## src/include/scs_defs.svh

```systemverilog
// Register offsets, field positions and reset values of the clock source select block
`ifndef SCS_DEFS_SVH
`define SCS_DEFS_SVH

`define SCS_ADDR_W          12
`define SCS_SYSCFG_ADDR     12'h000
`define SCS_LOOPCFG_ADDR    12'h004
`define SCS_PRESC_ADDR      12'h008
`define SCS_STATUS_ADDR     12'h00c

`define SCS_SEL_MSB         1
`define SCS_SEL_LSB         0
`define SCS_BYP_BIT         0
`define SCS_REFSEL_BIT      1
`define SCS_LOOP_INPUT_DIVIDER_FIELD_MSB        5
`define SCS_LOOP_INPUT_DIVIDER_FIELD_LSB        2
`define SCS_LOOP_FEEDBACK_FACTOR_FIELD_MSB        13
`define SCS_LOOP_FEEDBACK_FACTOR_FIELD_LSB        6
`define SCS_K2_MSB          23
`define SCS_K2_LSB          14
`define SCS_K1_MSB          9
`define SCS_K1_LSB          0
`define SCS_CNT_LSB         16

`define SCS_SEL_WAKE        2'h0
`define SCS_SEL_RSVD        2'h1
`define SCS_SEL_LOOP        2'h2
`define SCS_SEL_DIRECT      2'h3

`define SCS_SEL_RST         2'h0
`define SCS_BYP_RST         1'h1
`define SCS_REFSEL_RST      1'h0
`define SCS_LOOP_INPUT_DIVIDER_FIELD_RST        4'h0
`define SCS_LOOP_FEEDBACK_FACTOR_FIELD_RST        8'h00
`define SCS_K2_RST          10'h000
`define SCS_K1_RST          10'h000
`define SCS_ACC_MAX         12'hfff

`endif

```

## src/include/scs_pkg.sv

```systemverilog
// Types shared by the clock source select block
package scs_pkg;

    typedef enum logic [3:0] {
        SCS_WAKE   = 4'b0001,
        SCS_PRE    = 4'b0010,
        SCS_LOOP   = 4'b0100,
        SCS_DIRECT = 4'b1000
    } scs_mode_e;

    typedef struct packed {
        logic [9:0] cnt;
        logic       tick_out;
    } scs_div_s;

    typedef struct packed {
        logic [1:0]  sel;
        logic        byp;
        logic        refsel;
        logic [3:0]  loop_input_divider_field;
        logic [7:0]  loop_feedback_factor_field;
        logic [9:0]  k2;
        logic [9:0]  k1;
        scs_mode_e   mode;
        logic [11:0] acc;
        logic        sys_tick;
        logic [15:0] tick_cnt;
        logic [31:0] prdata;
        logic        pready;
        logic        pslverr;
    } scs_main_s;

    // Mode from select field and bypass bit; select 01 never reaches here
    function automatic scs_mode_e scs_mode_of(input logic [1:0] sel, input logic byp);
        scs_mode_e m;
        m = SCS_WAKE;
        case (sel)
            2'h3:    m = SCS_DIRECT;
            2'h2:    m = byp ? SCS_PRE : SCS_LOOP;
            default: m = SCS_WAKE;
        endcase
        return m;
    endfunction

endpackage

```

## src/include/scs_div_if.sv

```systemverilog
// Tick divider connection between the main block and its divider instances
interface scs_div_if;
    logic       tick_in;
    logic [9:0] factor;
    logic       clear;
    logic       tick_out;

    modport ctrl (output tick_in, output factor, output clear, input tick_out);
    modport div  (input tick_in, input factor, input clear, output tick_out);
endinterface

```

## src/hw/scs_tick_divider.sv

```systemverilog
// Tick divider: one output tick per factor+1 input ticks
module scs_tick_divider
    import scs_pkg::*;
(
    input  wire logic mclk,
    input  wire logic srst,
    scs_div_if.div    dv
);

    scs_div_s st;
    scs_div_s next_st;

    always_comb begin
        next_st          = st;
        next_st.tick_out = 1'b0;
        if (dv.clear) begin
            next_st.cnt = 10'h000;
        end else if (dv.tick_in) begin
            if (st.cnt >= dv.factor) begin
                next_st.cnt      = 10'h000;
                next_st.tick_out = 1'b1;
            end else begin
                next_st.cnt = st.cnt + 10'h001;
            end
        end
    end

    always_ff @(posedge mclk) begin
        if (srst) begin
            st <= '0;
        end else begin
            st <= next_st;
        end
    end

    assign dv.tick_out = st.tick_out;
endmodule

```

## src/hw/scs_clock_select.sv

```systemverilog
// System clock source select with prescaler, loop model and APB registers
//
// What this block does
// - Select 11 passes external clock ticks straight through
// - Select 10, bypass 1 divides oscillator by field+1
// - Prescale factor one passes oscillator ticks unchanged
// - Prescaler reaches division by 1024 at most
// - Select 10, bypass 0 runs the loop output
// - Loop rate is N over P times K2
// - Loop reference is crystal or on-chip source
// - Loop output rate steps at once on a new N, P or K2, with no ramp
// - Select 00 runs from the wakeup oscillator
//
// The placing of the registers and the APB interface to the registers were chosen for this implementation.
`include "scs_defs.svh"

module scs_clock_select
    import scs_pkg::*;
(
    input  wire logic                   mclk,
    input  wire logic                   srst,
    input  wire logic [`SCS_ADDR_W-1:0] paddr,
    input  wire logic                   psel,
    input  wire logic                   penable,
    input  wire logic                   pwrite,
    input  wire logic [31:0]            pwdata,
    output logic      [31:0]            prdata,
    output logic                        pready,
    output logic                        pslverr,
    input  wire logic                   external_clock_input,
    input  wire logic                   crystal_input_pin,
    input  wire logic                   onchip_tick,
    input  wire logic                   wakeup_tick,
    output logic                        sys_clk_en
);

    scs_main_s st;
    scs_main_s next_st;

    logic      wr_en;
    logic      setup;
    logic      osc_tick;
    logic      mode_change;
    logic      mapped;
    scs_mode_e next_mode;
    logic [12:0] acc_sum;
    logic [12:0] k2_fac;

    scs_div_if dv [2] ();

    ////////////////////////////////////////////////////////////////////////////
    // Prescaler (index 0) and loop input divider (index 1)
    generate
        for (genvar i = 0; i < 2; i++) begin : g_div
            scs_tick_divider u_div (
                .mclk (mclk),
                .srst (srst),
                .dv   (dv[i])
            );
        end
    endgenerate

    // Same source mux for prescaler and loop reference
    assign osc_tick = st.refsel ? onchip_tick : crystal_input_pin;

    assign dv[0].tick_in = (st.mode == SCS_PRE) && osc_tick;
    assign dv[0].factor  = st.k1;
    assign dv[0].clear   = mode_change || (st.mode != SCS_PRE);
    assign dv[1].tick_in = (st.mode == SCS_LOOP) && osc_tick;
    assign dv[1].factor  = {6'h00, st.loop_input_divider_field};
    assign dv[1].clear   = mode_change || (st.mode != SCS_LOOP);

    ////////////////////////////////////////////////////////////////////////////
    // APB decode
    assign setup = psel && !penable;
    assign wr_en = psel && penable && pready && pwrite;

    always_comb begin
        case (paddr)
            `SCS_SYSCFG_ADDR:  mapped = 1'b1;
            `SCS_LOOPCFG_ADDR: mapped = 1'b1;
            `SCS_PRESC_ADDR:   mapped = 1'b1;
            `SCS_STATUS_ADDR:  mapped = 1'b1;
            default:           mapped = 1'b0;
        endcase
    end

    ////////////////////////////////////////////////////////////////////////////
    always_comb begin
        next_st          = st;
        next_st.sys_tick = 1'b0;
        next_st.pready   = setup;
        next_st.pslverr  = setup && !mapped;
        next_st.prdata   = 32'h0000_0000;
        acc_sum          = 13'h0000;
        k2_fac           = {3'h0, st.k2} + 13'h0001;

        if (setup && !pwrite) begin
            case (paddr)
                `SCS_SYSCFG_ADDR:  next_st.prdata = {30'h0, st.sel};
                `SCS_LOOPCFG_ADDR: next_st.prdata = {8'h00, st.k2, st.loop_feedback_factor_field, st.loop_input_divider_field,
                                                     st.refsel, st.byp};
                `SCS_PRESC_ADDR:   next_st.prdata = {22'h0, st.k1};
                `SCS_STATUS_ADDR:  next_st.prdata = {st.tick_cnt, 12'h000, st.mode};
                default:           next_st.prdata = 32'h0000_0000;
            endcase
        end

        // Writes land only at the completing edge of the access phase
        if (wr_en && !pslverr) begin
            case (paddr)
                `SCS_SYSCFG_ADDR: begin
                    // Undefined source code is dropped, not switched to
                    if (pwdata[`SCS_SEL_MSB:`SCS_SEL_LSB] != `SCS_SEL_RSVD) begin
                        next_st.sel = pwdata[`SCS_SEL_MSB:`SCS_SEL_LSB];
                    end
                end
                `SCS_LOOPCFG_ADDR: begin
                    next_st.byp    = pwdata[`SCS_BYP_BIT];
                    next_st.refsel = pwdata[`SCS_REFSEL_BIT];
                    next_st.loop_input_divider_field   = pwdata[`SCS_LOOP_INPUT_DIVIDER_FIELD_MSB:`SCS_LOOP_INPUT_DIVIDER_FIELD_LSB];
                    next_st.loop_feedback_factor_field   = pwdata[`SCS_LOOP_FEEDBACK_FACTOR_FIELD_MSB:`SCS_LOOP_FEEDBACK_FACTOR_FIELD_LSB];
                    next_st.k2     = pwdata[`SCS_K2_MSB:`SCS_K2_LSB];
                end
                `SCS_PRESC_ADDR: begin
                    next_st.k1 = pwdata[`SCS_K1_MSB:`SCS_K1_LSB];
                end
                default: begin
                end
            endcase
        end

        next_mode    = scs_mode_of(next_st.sel, next_st.byp);
        next_st.mode = next_mode;

        // System clock enable per mode
        case (st.mode)
            SCS_DIRECT: next_st.sys_tick = external_clock_input;
            SCS_PRE:    next_st.sys_tick = dv[0].tick_out;
            SCS_WAKE:   next_st.sys_tick = wakeup_tick;
            SCS_LOOP: begin
                // Accumulator adds N per divided reference tick and drains K2 per
                // output tick, so the output rate averages N/(P*K2)
                acc_sum = {1'b0, st.acc} + (dv[1].tick_out
                          ? {5'h00, st.loop_feedback_factor_field} + 13'h0001 : 13'h0000);
                if (acc_sum >= k2_fac) begin
                    acc_sum          = acc_sum - k2_fac;
                    next_st.sys_tick = 1'b1;
                end
                // Saturate rather than wrap when the loop is asked to exceed mclk
                if (acc_sum > {1'b0, `SCS_ACC_MAX}) begin
                    next_st.acc = `SCS_ACC_MAX;
                end else begin
                    next_st.acc = acc_sum[11:0];
                end
            end
            default: next_st.sys_tick = 1'b0;
        endcase

        if ((next_mode != st.mode) || st.mode != SCS_LOOP) begin
            next_st.acc = 12'h000;
        end

        if (next_st.sys_tick) begin
            next_st.tick_cnt = st.tick_cnt + 16'h0001;
        end
    end

    assign mode_change = (next_mode != st.mode);

    always_ff @(posedge mclk) begin
        if (srst) begin
            st          <= '0;
            st.sel      <= `SCS_SEL_RST;
            st.byp      <= `SCS_BYP_RST;
            st.refsel   <= `SCS_REFSEL_RST;
            st.loop_input_divider_field     <= `SCS_LOOP_INPUT_DIVIDER_FIELD_RST;
            st.loop_feedback_factor_field     <= `SCS_LOOP_FEEDBACK_FACTOR_FIELD_RST;
            st.k2       <= `SCS_K2_RST;
            st.k1       <= `SCS_K1_RST;
            st.mode     <= SCS_WAKE;
        end else begin
            st <= next_st;
        end
    end

    assign prdata     = st.prdata;
    assign pready     = st.pready;
    assign pslverr    = st.pslverr;
    assign sys_clk_en = st.sys_tick;
endmodule

```

## config.mk

```make
export PLATFORM = sky130hd
export DESIGN_NAME = scs_clock_select
export DESIGN_NICKNAME = d
export VERILOG_FILES = /design/src/include/scs_pkg.sv /design/src/include/scs_div_if.sv /design/src/hw/scs_tick_divider.sv /design/src/hw/scs_clock_select.sv
export VERILOG_INCLUDE_DIRS = /design/src /design/src/include
export SDC_FILE = /design/constraint.sdc
export NUM_CORES = 1
export LEC_CHECK = 0
export ABC_AREA = 1
export BUFFER_PORTS_ARGS = -buffer_cell sky130_fd_sc_hd__buf_2
export CAP_MARGIN = 15
export CORE_ASPECT_RATIO = 0.8
export CORE_MARGIN = 5
export CORE_UTILIZATION = 55
export DETAILED_ROUTE_END_ITERATION = 6
export GPL_TIMING_DRIVEN = 0
export PLACE_DENSITY = 0.75
export SETUP_SLACK_MARGIN = 0.1
export SYNTH_ARGS = -nofsm -noshare
export SYNTH_HDL_FRONTEND = slang
export SYNTH_SLANG_ARGS = --single-unit
```

## constraint.sdc

```tcl
create_clock -name mclk -period 7.1 [get_ports mclk]
set_input_delay 1.42 -clock mclk [delete_from_list [all_inputs] [get_ports mclk]]
set_output_delay 1.42 -clock mclk [all_outputs]
set_load 0.03 [all_outputs]
```

==> impl_results.md, run 1 <==
- Status: finished clean
- Largest net degree at the start of global routing: 17
- Top Family by Delay on Critical Path: simple AND/OR/NAND/NOR gates
- H-Tree Level Count: 4
- Setup violators final: 0
- Post-Syn Nets: 1076
- Buffers plus inverters on the worst setup path: 3
- Buffers on Ports: 79
- Diodes inserted: 0
- RSZ-0062 raised after global routing: no
- Placed cells: 1236
- Slew Limit Fails: 0
- Core area: 0.0128 sq mm
- Remaining antenna violation count after routing: 0
- Gr ovfl total: 0
- Setup Crit Path Kind: flop to flop
- Clock latency on the worst-skew pair: 420 ps
- Share of layout cells above drive strength 1: 16.1%
- Seq/Total Area, Yosys: 35.2%
- TritonCTS Buffers: 17
- DR iter-0 viols: 576
- Total wire length: 18400 um
- Worst Path Arrival: 4760 ps
- Hold Crit Endpoint: g_div[1].u_div.st[8]
- Post-DP HPWL: 13900 um
- WHS Path Cells: 2
- CP max stage cell: dfxtp_1
- Slowest stage delay, CP: 400 ps
- Final period util: 62.3%
- Data required time of the critical path: 7440 ps
- Startpoint Class: flop
- Crit Reg-Reg Endpoint: st[46]
- PwrDens: 209 mW/mm^2
- Slew Limit Headroom: 38.3%
- First-pass GRT wire length: 29800 um
- Commonest non-fill, non-tap cells in the layout: nand2_1, inv_1, dfxtp_1
- Worst VDD drop: 0.000208 V
- Clock Root Buffer: clkbuf_16
- Die Ht: 112 um
- DRC: 0
- Syn_area_per_cell: 7.24 sq um
- Hold Crit Class: flop to flop
- Setup Buffers After CTS: 0
- I/O pin cnt: 88
- Post-layout util: 65.9%
- Die Area: 0.0153 sq mm
- YS warnings: 0
- Finished Layout Cells: 1268
- Cell Rows: 37
- Worst-case reg-to-reg path depth: 26
- Vias in the first global route: 6074
- Peak fanout along the critical path: 10
- Fmax: 226 MHz
- Via density: 5.20
- Post-place setup slack: 2670 ps
- Gp weighted congestion: 0.930
- Die width: 137 um
- Antenna violations before repair: 0
- Maximum capacitance violations: 0
- GRT Total Usage: 24.3%
- Setup TNS Final: 0 ps
- Hold Path Origin: g_div[1].u_div.st[8]
- Register bit total from synthesis: 125
- CP most frequent cell: nand2_1
- Reg2Reg Setup Slack: 2670 ps
- CP Capture Type: flop
- LEAKAGE: 3.68 nW
- Final Hold Viols: 0
- Least-Margin Pin Slew: 926 ps
- Area Growth Syn to Fin: 18.3%
- Final setup margin: 2670 ps
- Worst r2r src: st[87]
- Main flop type after synthesis: dfxtp_1
- Netlist Area Pre-Place: 0.00711 sq mm
- Worst Clk Skew: 16.8 ps
- Clock sinks: 125
- Commonest non-fill, non-tap cell in the layout: nand2_1
- TritonCTS clock tree: done
- Per-cell routed wire length: 14.5 um
- EDFF count, synth: 0
- Initial Util: 55.7%
- Cells after synthesis: 982
- Cts-stage hold buffer count: 0
- Clk pin slew, worst setup/hold paths: 60 ps
- Netlist cell types: 50
- FFs w/ async S/R, synth: 0%
- Post-layout net count: 1174
- # resized after CTS: 0
- DRT Pass-1 Iters: 5
- Clock Path Buffers: 2
- Final Critical Period: 4430 ps
- Via count: 6591
[power by group]
part	switching [mW]	total [mW]	leakage, nW	internal, mW
Combinational	0.0285	0.0443	2.34	0.0158
Sequential	0.00101	0.704	1.01	0.703
Clock	0.313	1.01	0.330	0.701
[state kept, by name (all words and copies together) (netlist names)]
signal / count
dv.factor: 14
g_div.u_div.dv.tick_out: 2
g_div.u_div.st: 20
prdata: 32
pready: 1
pslverr: 1
st: 54
sys_clk_en: 1
[logic make-up (layout without fill, tap and decap cells)]
kind of cell | after synthesis | in the layout | synth area share, %
DFF | 125 | 125 | 35.2
AOI/OAI and AO/OA | 165 | 165 | 12.9
adders and majority gates | 41 | 41 | 7.42
xor gates and xnor gates | 49 | 49 | 6.30
buffers and inverters | 194 | 305 | 12.2
and+or+nand+nor | 408 | 408 | 26.0
[how the worst max path moves through the flow]
stage | from | end | depth (start not counted)
6_report | st[87] | st[46] | 26
5_1_grt | st[87] | st[57] | 24
4_1_cts | st[87] | st[46] | 26
3_5_place_dp | st[87] | st[46] | 26
3_3_place_gp | st[87] | st[59] | 24
2_1_floorplan | st[87] | st[40] | 26
[synth_stat cells, types with 5 or more instances]
cell	count	area, sq um
nor3_2	5	50.1
o21ai_0	45	225
xor2_1	36	315
nand2_1	177	664
buf_4	33	248
dfxtp_1	125	2500
nor2_1	90	338
nand3_1	61	305
o22ai_1	12	75.1
xnor2_1	12	105
nor3_1	29	145
nand4_1	16	100
nor4_1	7	43.8
a211oi_1	8	60.1
a21oi_1	83	415
ha_1	39	488
inv_1	136	510
clkbuf_1	17	63.8
[layout make-up]
cell class                      count  area [sq um]
Fill cell                        1127          4360
Multi-Input combinational cell    663          3750
Sequential cell                   125          2500
Inverter                          139           522
Clock buffer                       20           447
Timing Repair Buffer               79           395
Buffer                             55           343
Clock inverter                     12           240
Tap cell                          175           219
[metal layers]
metal | global-route usage [%] | routed length [um] | vias to the layer above
met1 | 36.3 | 8910 | 2976
li1 | - | - | 3380
met5 | 0 | 0 | -
met3 | 4.29 | 1370 | 16
met2 | 36.2 | 7860 | 219
met4 | 5.72 | 207 | 0
[worst register-to-register path, cell delays in order (launching register included)]
cell and delay, ps:
dfxtp_1 400, inv_1 90, nor3_1 240, inv_1 80, nor4_1 250, nand2_1 120
o21ai_0 170, a21oi_1 60, ha_1 340, nand2_1 90, nand2_1 90, a21oi_1 200
nand3_1 120, nand2_1 140, nand2_1 90, ha_1 340, nand4_1 90, nor3_1 210
nand4_1 140, nor2_1 130, nand3_1 120, nand3_2 160, nand2_2 170, nand2_4 160
buf_6 150, nand2_1 60, a21oi_1 140
[through the flow]
step / cell area, sq um / power (mW) / hold slack, ps
4_1_cts: 8420 / 1.77 / 444
3_3_place_gp: 7730 / 0.763 / 433
2_1_floorplan: 7110 / 0.739 / 424
3_5_place_dp: 7730 / 0.763 / 437
5_1_grt: 8420 / 1.81 / 456
6_report: 8420 / 1.76 / 443
Power figures use the tool's default switching activity.
==> inputs of run 2 (changes only) <==
--- a/config.mk
+++ b/config.mk
@@ -6,7 +6,7 @@
 export SDC_FILE = /design/constraint.sdc
 export NUM_CORES = 1
 export LEC_CHECK = 0
-export ABC_AREA = 1
+export ABC_AREA = 0
 export BUFFER_PORTS_ARGS = -buffer_cell sky130_fd_sc_hd__buf_2
 export CAP_MARGIN = 15
 export CORE_ASPECT_RATIO = 0.8
==> constraint.sdc (replaced) <==
create_clock -name mclk -period 4.17 [get_ports mclk]
set_input_delay 0.834 -clock mclk [delete_from_list [all_inputs] [get_ports mclk]]
set_output_delay 0.834 -clock mclk [all_outputs]
set_load 0.03 [all_outputs]
==> run 2 against run 1 <==
Effect of this change: the run now ends with setup timing left; final area is 14% higher; core utilization rose by 9.4 points; synthesized area is 0.67% lower; sequential power rose by 70%; largest power group unchanged.
==> impl_results.md, run 2 <==
- RSZ-0062 raised after global routing: yes
- Seq/Total Area, Yosys: 35.4%
- Antenna violations before repair: 2
- Clock Path Buffers: 2
- Commonest non-fill, non-tap cell in the layout: dfxtp_1
- Clock Power Share: 55.1%
- Int Pwr: 2.22 mW
- Area Growth Syn to Fin: 35.6%
- Worst Clk Skew: 6.68 ps
- Commonest non-fill, non-tap cells in the layout: dfxtp_1, nand2_1, buf_4
- Post-place setup slack: -519 ps
- Post-layout util: 75.2%
- Cells after synthesis: 847
- Clock Root Buffer: clkbuf_16
- Per-cell routed wire length: 18.2 um
- Data required time of the critical path: 4440 ps
- Slew Limit Headroom: 26.5%
- Least-Margin Pin Slew: 1100 ps
- First-pass GRT wire length: 32000 um
- Clock latency on the worst-skew pair: 420 ps
- CP max stage cell: dfxtp_4
- Buffers on Ports: 78
- Placed cells: 1100
- Gr ovfl total: 0
- Final Critical Period: 4340 ps
- DR iter-0 viols: 628
- Netlist Area Pre-Place: 0.00707 sq mm
- Sw power: 670 uW
- Status: finished, violations left
- Slowest stage delay, CP: 350 ps
- Top-area cell type share of the netlist area: 35.4%
- Sw Ratio: 23.2%
- CP cell instances: and3_4, nand2_2, or3_4, a21boi_4, ha_4, a21o_1, a21oi_2, o31a_1, o21ai_2, xnor2_2, ha_2, a21oi_4, nand2b_1, mux2_4, a2111oi_4, or3_4, buf_16, buf_12, mux2i_1, nor2_1
- DRC: 0
- Die Area: 0.0152 sq mm
- Gate power share: 3.4%
- Setup Crit Path Kind: flop to flop
- Core area: 0.0127 sq mm
- Diodes inserted: 0
- Largest net degree at the start of global routing: 17
- Fmax: 230 MHz
- Placed Area: 0.00781 sq mm
- Final period util: 104%
- CP Capture Type: flop
- Final Hold Viols: 0
- Post-DP HPWL: 13200 um
- Setup violators final: 28
- Worst VDD drop: 0.000311 V
- Syn_area_per_cell: 8.34 sq um
- Fill cells: 842
- Gp weighted congestion: 0.880
- Post-Syn Nets: 941
- Maximum capacitance violations: 0
- Area leader, netlist: dfxtp_1
- Fin area: 0.00958 sq mm
- Clk pin slew, worst setup/hold paths: 60 ps
- EDFF count, synth: 0
- YS warnings: 0
- Peak fanout along the critical path: 6
- Violated checks: setup timing
- Initial Util: 55.5%
- Final setup margin: -170 ps
- TritonCTS clock tree: done
- DRT Pass-1 Iters: 5
- Startpoint Class: flop
- Area contributors post-synth: dfxtp_1, ha_1, nand2_1
- Buffers plus inverters on the worst setup path: 2
- Remaining antenna violation count after routing: 0
- Setup TNS Final: -2750 ps
- Top post-synthesis cells by count: dfxtp_1, nand2_1, nor2_1
- Post-layout net count: 1096
- Netlist cell types: 69
- I/O pin cnt: 88
- FFs w/ async S/R, synth: 0%
- Hold Crit Class: flop to flop
- Via count: 6902
- Clock sinks: 125
- Slew Limit Fails: 0
- Max reg flops: 54
- LEAKAGE: 3.75 nW
- Via density: 5.80
- CP most frequent cell: or3_4
- Finished Layout Cells: 1190
- Total wire length: 21700 um
- Most common cell in the synthesized netlist: dfxtp_1
- GRT Total Usage: 26.1%
- Die Ht: 111 um
- Flop pwr share: 41.5%
- Cell Rows: 37
- Worst Path Arrival: 4610 ps
- Main flop type after synthesis: dfxtp_1
- Share of layout cells above drive strength 1: 31.7%
- Register bit total from synthesis: 125
- Die width: 137 um
- Vias in the first global route: 6370
- H-Tree Level Count: 4
- Register with the most flip-flops: st
- Top Family by Delay on Critical Path: compound AO/OA/AOI/OAI gates
- TritonCTS Buffers: 17
- WHS: 459 ps
- PwrDens: 301 mW/mm^2
- Total power: 2.89 mW
## run 2: layout make-up
type | count | area (sq um) | area share [%]
Sequential cell | 125 | 2520 | 26.3
Multi-Input combinational cell | 625 | 4770 | 49.8
Timing Repair Buffer | 136 | 887 | 9.26
Clock inverter | 12 | 146 | 1.53
Clock buffer | 20 | 489 | 5.11
Tap cell | 175 | 219 | 2.29
Inverter | 31 | 116 | 1.21
Buffer | 66 | 434 | 4.53
## run 2: kinds of logic (layout without fill, tap and decap cells)
family                   after synthesis  count (layout)  share of synthesized area, %
multiplexers                          25              25                          4.09
adder cells (fa/ha/maj)               41              41                          7.47
flip-flops                           125             125                          35.4
AND/OR/NAND/NOR                      351             351                          24.4
buffers and inverters                 97             265                          7.14
AO/OA/AOI/OAI                        156             156                          14.9
XOR/XNOR                              52              52                          6.64
## run 2: worst min-delay path: stages (launching register included)
cell and delay [ps]:
dfxtp_1 310, nand2_1 50, a21oi_1 50
## run 2: worst paths after layout
| path | startpoint | to | slack, ps | cells after the start |
|---|---|---|---|---|
| max | st[90] | st[35] | -170 | 20 |
| min | dv[0].factor[2] | dv[0].factor[2] | 460 | 2 |
| max reg2reg | st[90] | st[35] | -170 | 20 |
| min reg2reg | dv[0].factor[2] | dv[0].factor[2] | 460 | 2 |
## run 2: layer usage
layer | global-route usage [%] | share of wire (%) | vias to the layer above
li1 | - | - | 3240
met1 | 36.1 | 42 | 3215
met2 | 41.1 | 47 | 368
met3 | 5.37 | 7.9 | 77
met4 | 8.13 | 3.0 | 2
met5 | 0 | 0.060 | -
## run 2: what timing repair did
item | in CTS | in global routing
endpoints found under the setup margin | 29 | 29
cloned | 3 | 2
pin swaps | 51 | 38
hold buffers | 0 | 0
gates resized for setup | 73 | 68
setup buffers | 35 | 19
## run 2: power by group through the flow
stage / clock network [mW] / registers [mW] / logic [mW]
CTS: 1.59 / 1.20 / 0.0874
detailed placement: 0 / 1.22 / 0.0807
floorplan: 0 / 1.23 / 0.0371
global route: 1.65 / 1.20 / 0.105
finish: 1.59 / 1.20 / 0.0984
global placement: 0 / 1.22 / 0.0796
==> inputs of run 3 (changes only) <==
--- a/config.mk
+++ b/config.mk
@@ -11,10 +11,10 @@
 export CAP_MARGIN = 15
 export CORE_ASPECT_RATIO = 0.8
 export CORE_MARGIN = 5
-export CORE_UTILIZATION = 55
+export CORE_UTILIZATION = 53
 export DETAILED_ROUTE_END_ITERATION = 6
 export GPL_TIMING_DRIVEN = 0
-export PLACE_DENSITY = 0.75
+export PLACE_DENSITY = 0.76
 export SETUP_SLACK_MARGIN = 0.1
 export SYNTH_ARGS = -nofsm -noshare
 export SYNTH_HDL_FRONTEND = slang
==> constraint.sdc (replaced) <==
create_clock -name mclk -period 3.6 [get_ports mclk]
set_input_delay 0.72 -clock mclk [delete_from_list [all_inputs] [get_ports mclk]]
set_output_delay 0.72 -clock mclk [all_outputs]
set_load 0.03 [all_outputs]
==> run 3 against run 2 <==
Effect of this change: the flow still finishes with violations (setup timing); via count decreased by 0.55%; first-iteration DRC count unchanged; clock skew increased by 1.7 ps; worst hold slack improved by 2.7 ps; global-route usage decreased by 1.5 points; setup slack got worse by 870 ps; total power increased by 9.4%; sequential power increased by 16%.
==> impl_results.md, run 3 (synthesized netlist as in run 2, its figures left out) <==
- M3 GR Usage: 4.52%
- Setup Crit Path Kind: flop to flop
- Antenna violations before repair: 0
- Data required time of the critical path: 3860 ps
- Per-cell routed wire length: 18.1 um
- Clock latency on the worst-skew pair: 420 ps
- Setup violators final: 29
- Slew Limit Headroom: 37.9%
- Clk pin slew, worst setup/hold paths: 60 ps
- Placed cells: 1100
- TritonCTS Buffers: 17
- CP Capture Type: flop
- Worst VDD drop: 0.000361 V
- Post-layout net count: 1103
- First-pass GRT wire length: 31300 um
- Total wire length: 21600 um
- Final period util: 129%
- Max reg flops: 54
- Commonest non-fill, non-tap cell in the layout: dfxtp_1
- RSZ-0062 raised after global routing: yes
- Commonest non-fill, non-tap cells in the layout: dfxtp_1, nand2_1, buf_4
- Via density: 5.73
- Violated checks: setup timing
- Cell Rows: 37
- DRT Pass-1 Iters: 7
- LEAKAGE: 3.80 nW
- Buffers on Ports: 78
- Maximum capacitance violations: 0
- Post-place setup slack: -1070 ps
- WHS: 462 ps
- Cts-stage hold buffer count: 0
- Top Usage Layer GRT: met2
- Via count: 6864
- Final Hold Viols: 0
- Hold Crit Class: flop to flop
- CP cell instances: and3_4, nand2_4, or3_1, a21boi_1, ha_1, a21o_1, a21oi_2, buf_4, o21ai_4, o22ai_4, ha_4, buf_6, a21oi_4, nand3_1, mux2_4, buf_12, a211oi_4, nor2_4, o211ai_1, buf_6, a31oi_4
- Met2 usage: 40.1%
- CP max stage cell: dfxtp_4
- Slew Limit Fails: 0
- Remaining antenna violation count after routing: 0
- Worst Clk Skew: 8.35 ps
- Peak fanout along the critical path: 10
- GRT met1 Usage: 32.8%
- DR iter-0 viols: 628
- Initial Util: 54.5%
- Area Growth Syn to Fin: 34.4%
- Die Area: 0.0158 sq mm
- Gp weighted congestion: 0.900
- DRC: 0
- PwrDens: 332 mW/mm^2
- Total power: 3.16 mW
- I/O pin cnt: 88
- Gr ovfl total: 0
- Diodes inserted: 0
- Startpoint Class: flop
- Least-Margin Pin Slew: 932 ps
- Fmax: 216 MHz
- CP most frequent cell: buf_6
- Clock Root Buffer: clkbuf_16
- Finished Layout Cells: 1197
- Share of layout cells above drive strength 1: 31.7%
- Clock Path Buffers: 2
- Core area: 0.0130 sq mm
- Final setup margin: -1040 ps
- Clock sinks: 125
- Status: finished, violations left
- Slowest stage delay, CP: 360 ps
- GRT Total Usage: 24.6%
- TritonCTS clock tree: done
- Post-layout util: 73.3%
- Largest net degree at the start of global routing: 17
- Final Critical Period: 4640 ps
- Die Ht: 113 um
- H-Tree Level Count: 4
- Post-DP HPWL: 13200 um
- Worst Path Arrival: 4900 ps
- Register with the most flip-flops: st
- Vias in the first global route: 6329
- Die width: 139 um
run 3: changes by cell type in the layout (fill, tap and decap cells not counted), moves of 3 or more:
cell	previous run	this run
a31oi_4	10	7
buf_4	81	91
clkbuf_16	20	17
clkinv_2	0	3
nor3_2	1	4
nor3_4	4	1
xnor2_2	3	6
run 3: worst paths after layout:
path	start	endpoint	slack, ps	cells after the start
hold reg to reg	dv[0].factor[3]	dv[0].factor[3]	460	2
setup / recovery	st[90]	st[59]	-1040	21
setup reg to reg	st[90]	st[59]	-1040	21
hold / removal	dv[0].factor[3]	dv[0].factor[3]	460	2
run 3: layout make-up:
type	instances	area (sq um)
inverters	31	116
repair buffers	145	935
clock buffers	20	467
well taps	175	219
plain buffers	64	429
multi-input cells	625	4700
fillers	924	3460
clock inverters	12	110
flip-flops and latches	125	2520
run 3: layer usage:
metal  up-vias  wire length (um)
met5         -                 0
met4         0               752
met3        64              1570
met2       340             10100
met1      3212              9180
li1       3248                 -
run 3: stage by stage:
step / area (sq um) / TNS [ps]
3_3_place_gp: 7860 / -27390
2_1_floorplan: 7250 / -9980
5_1_grt: 9500 / -29820
3_5_place_dp: 7860 / -29560
6_report: 9500 / -26900
4_1_cts: 9010 / -16800
run 3: what timing repair did:
action,CTS,global route
endpoints found under the hold margin,0,0
gates cloned,2,0
gates resized for setup,48,56
setup buffers,38,26
pin swaps,22,27
endpoints found under the setup margin,29,48
run 3: report_power, final:
part           internal, mW  switching, mW  leakage [nW]  total [mW]
clock                  1.01          0.653         0.283        1.66
sequential             1.38        0.00364          1.01        1.39
combinational        0.0435         0.0661          2.51       0.110
run 3: critical path, delay by kind of cell (launching register included):
kind                     cells  cell delay [ps]
flip-flops                   1              360
buffers and inverters        4              700
multiplexers                 1              320
AND/OR/NAND/NOR              5              760
adder cells (fa/ha/maj)      2              560
AO/OA/AOI/OAI                9             1770
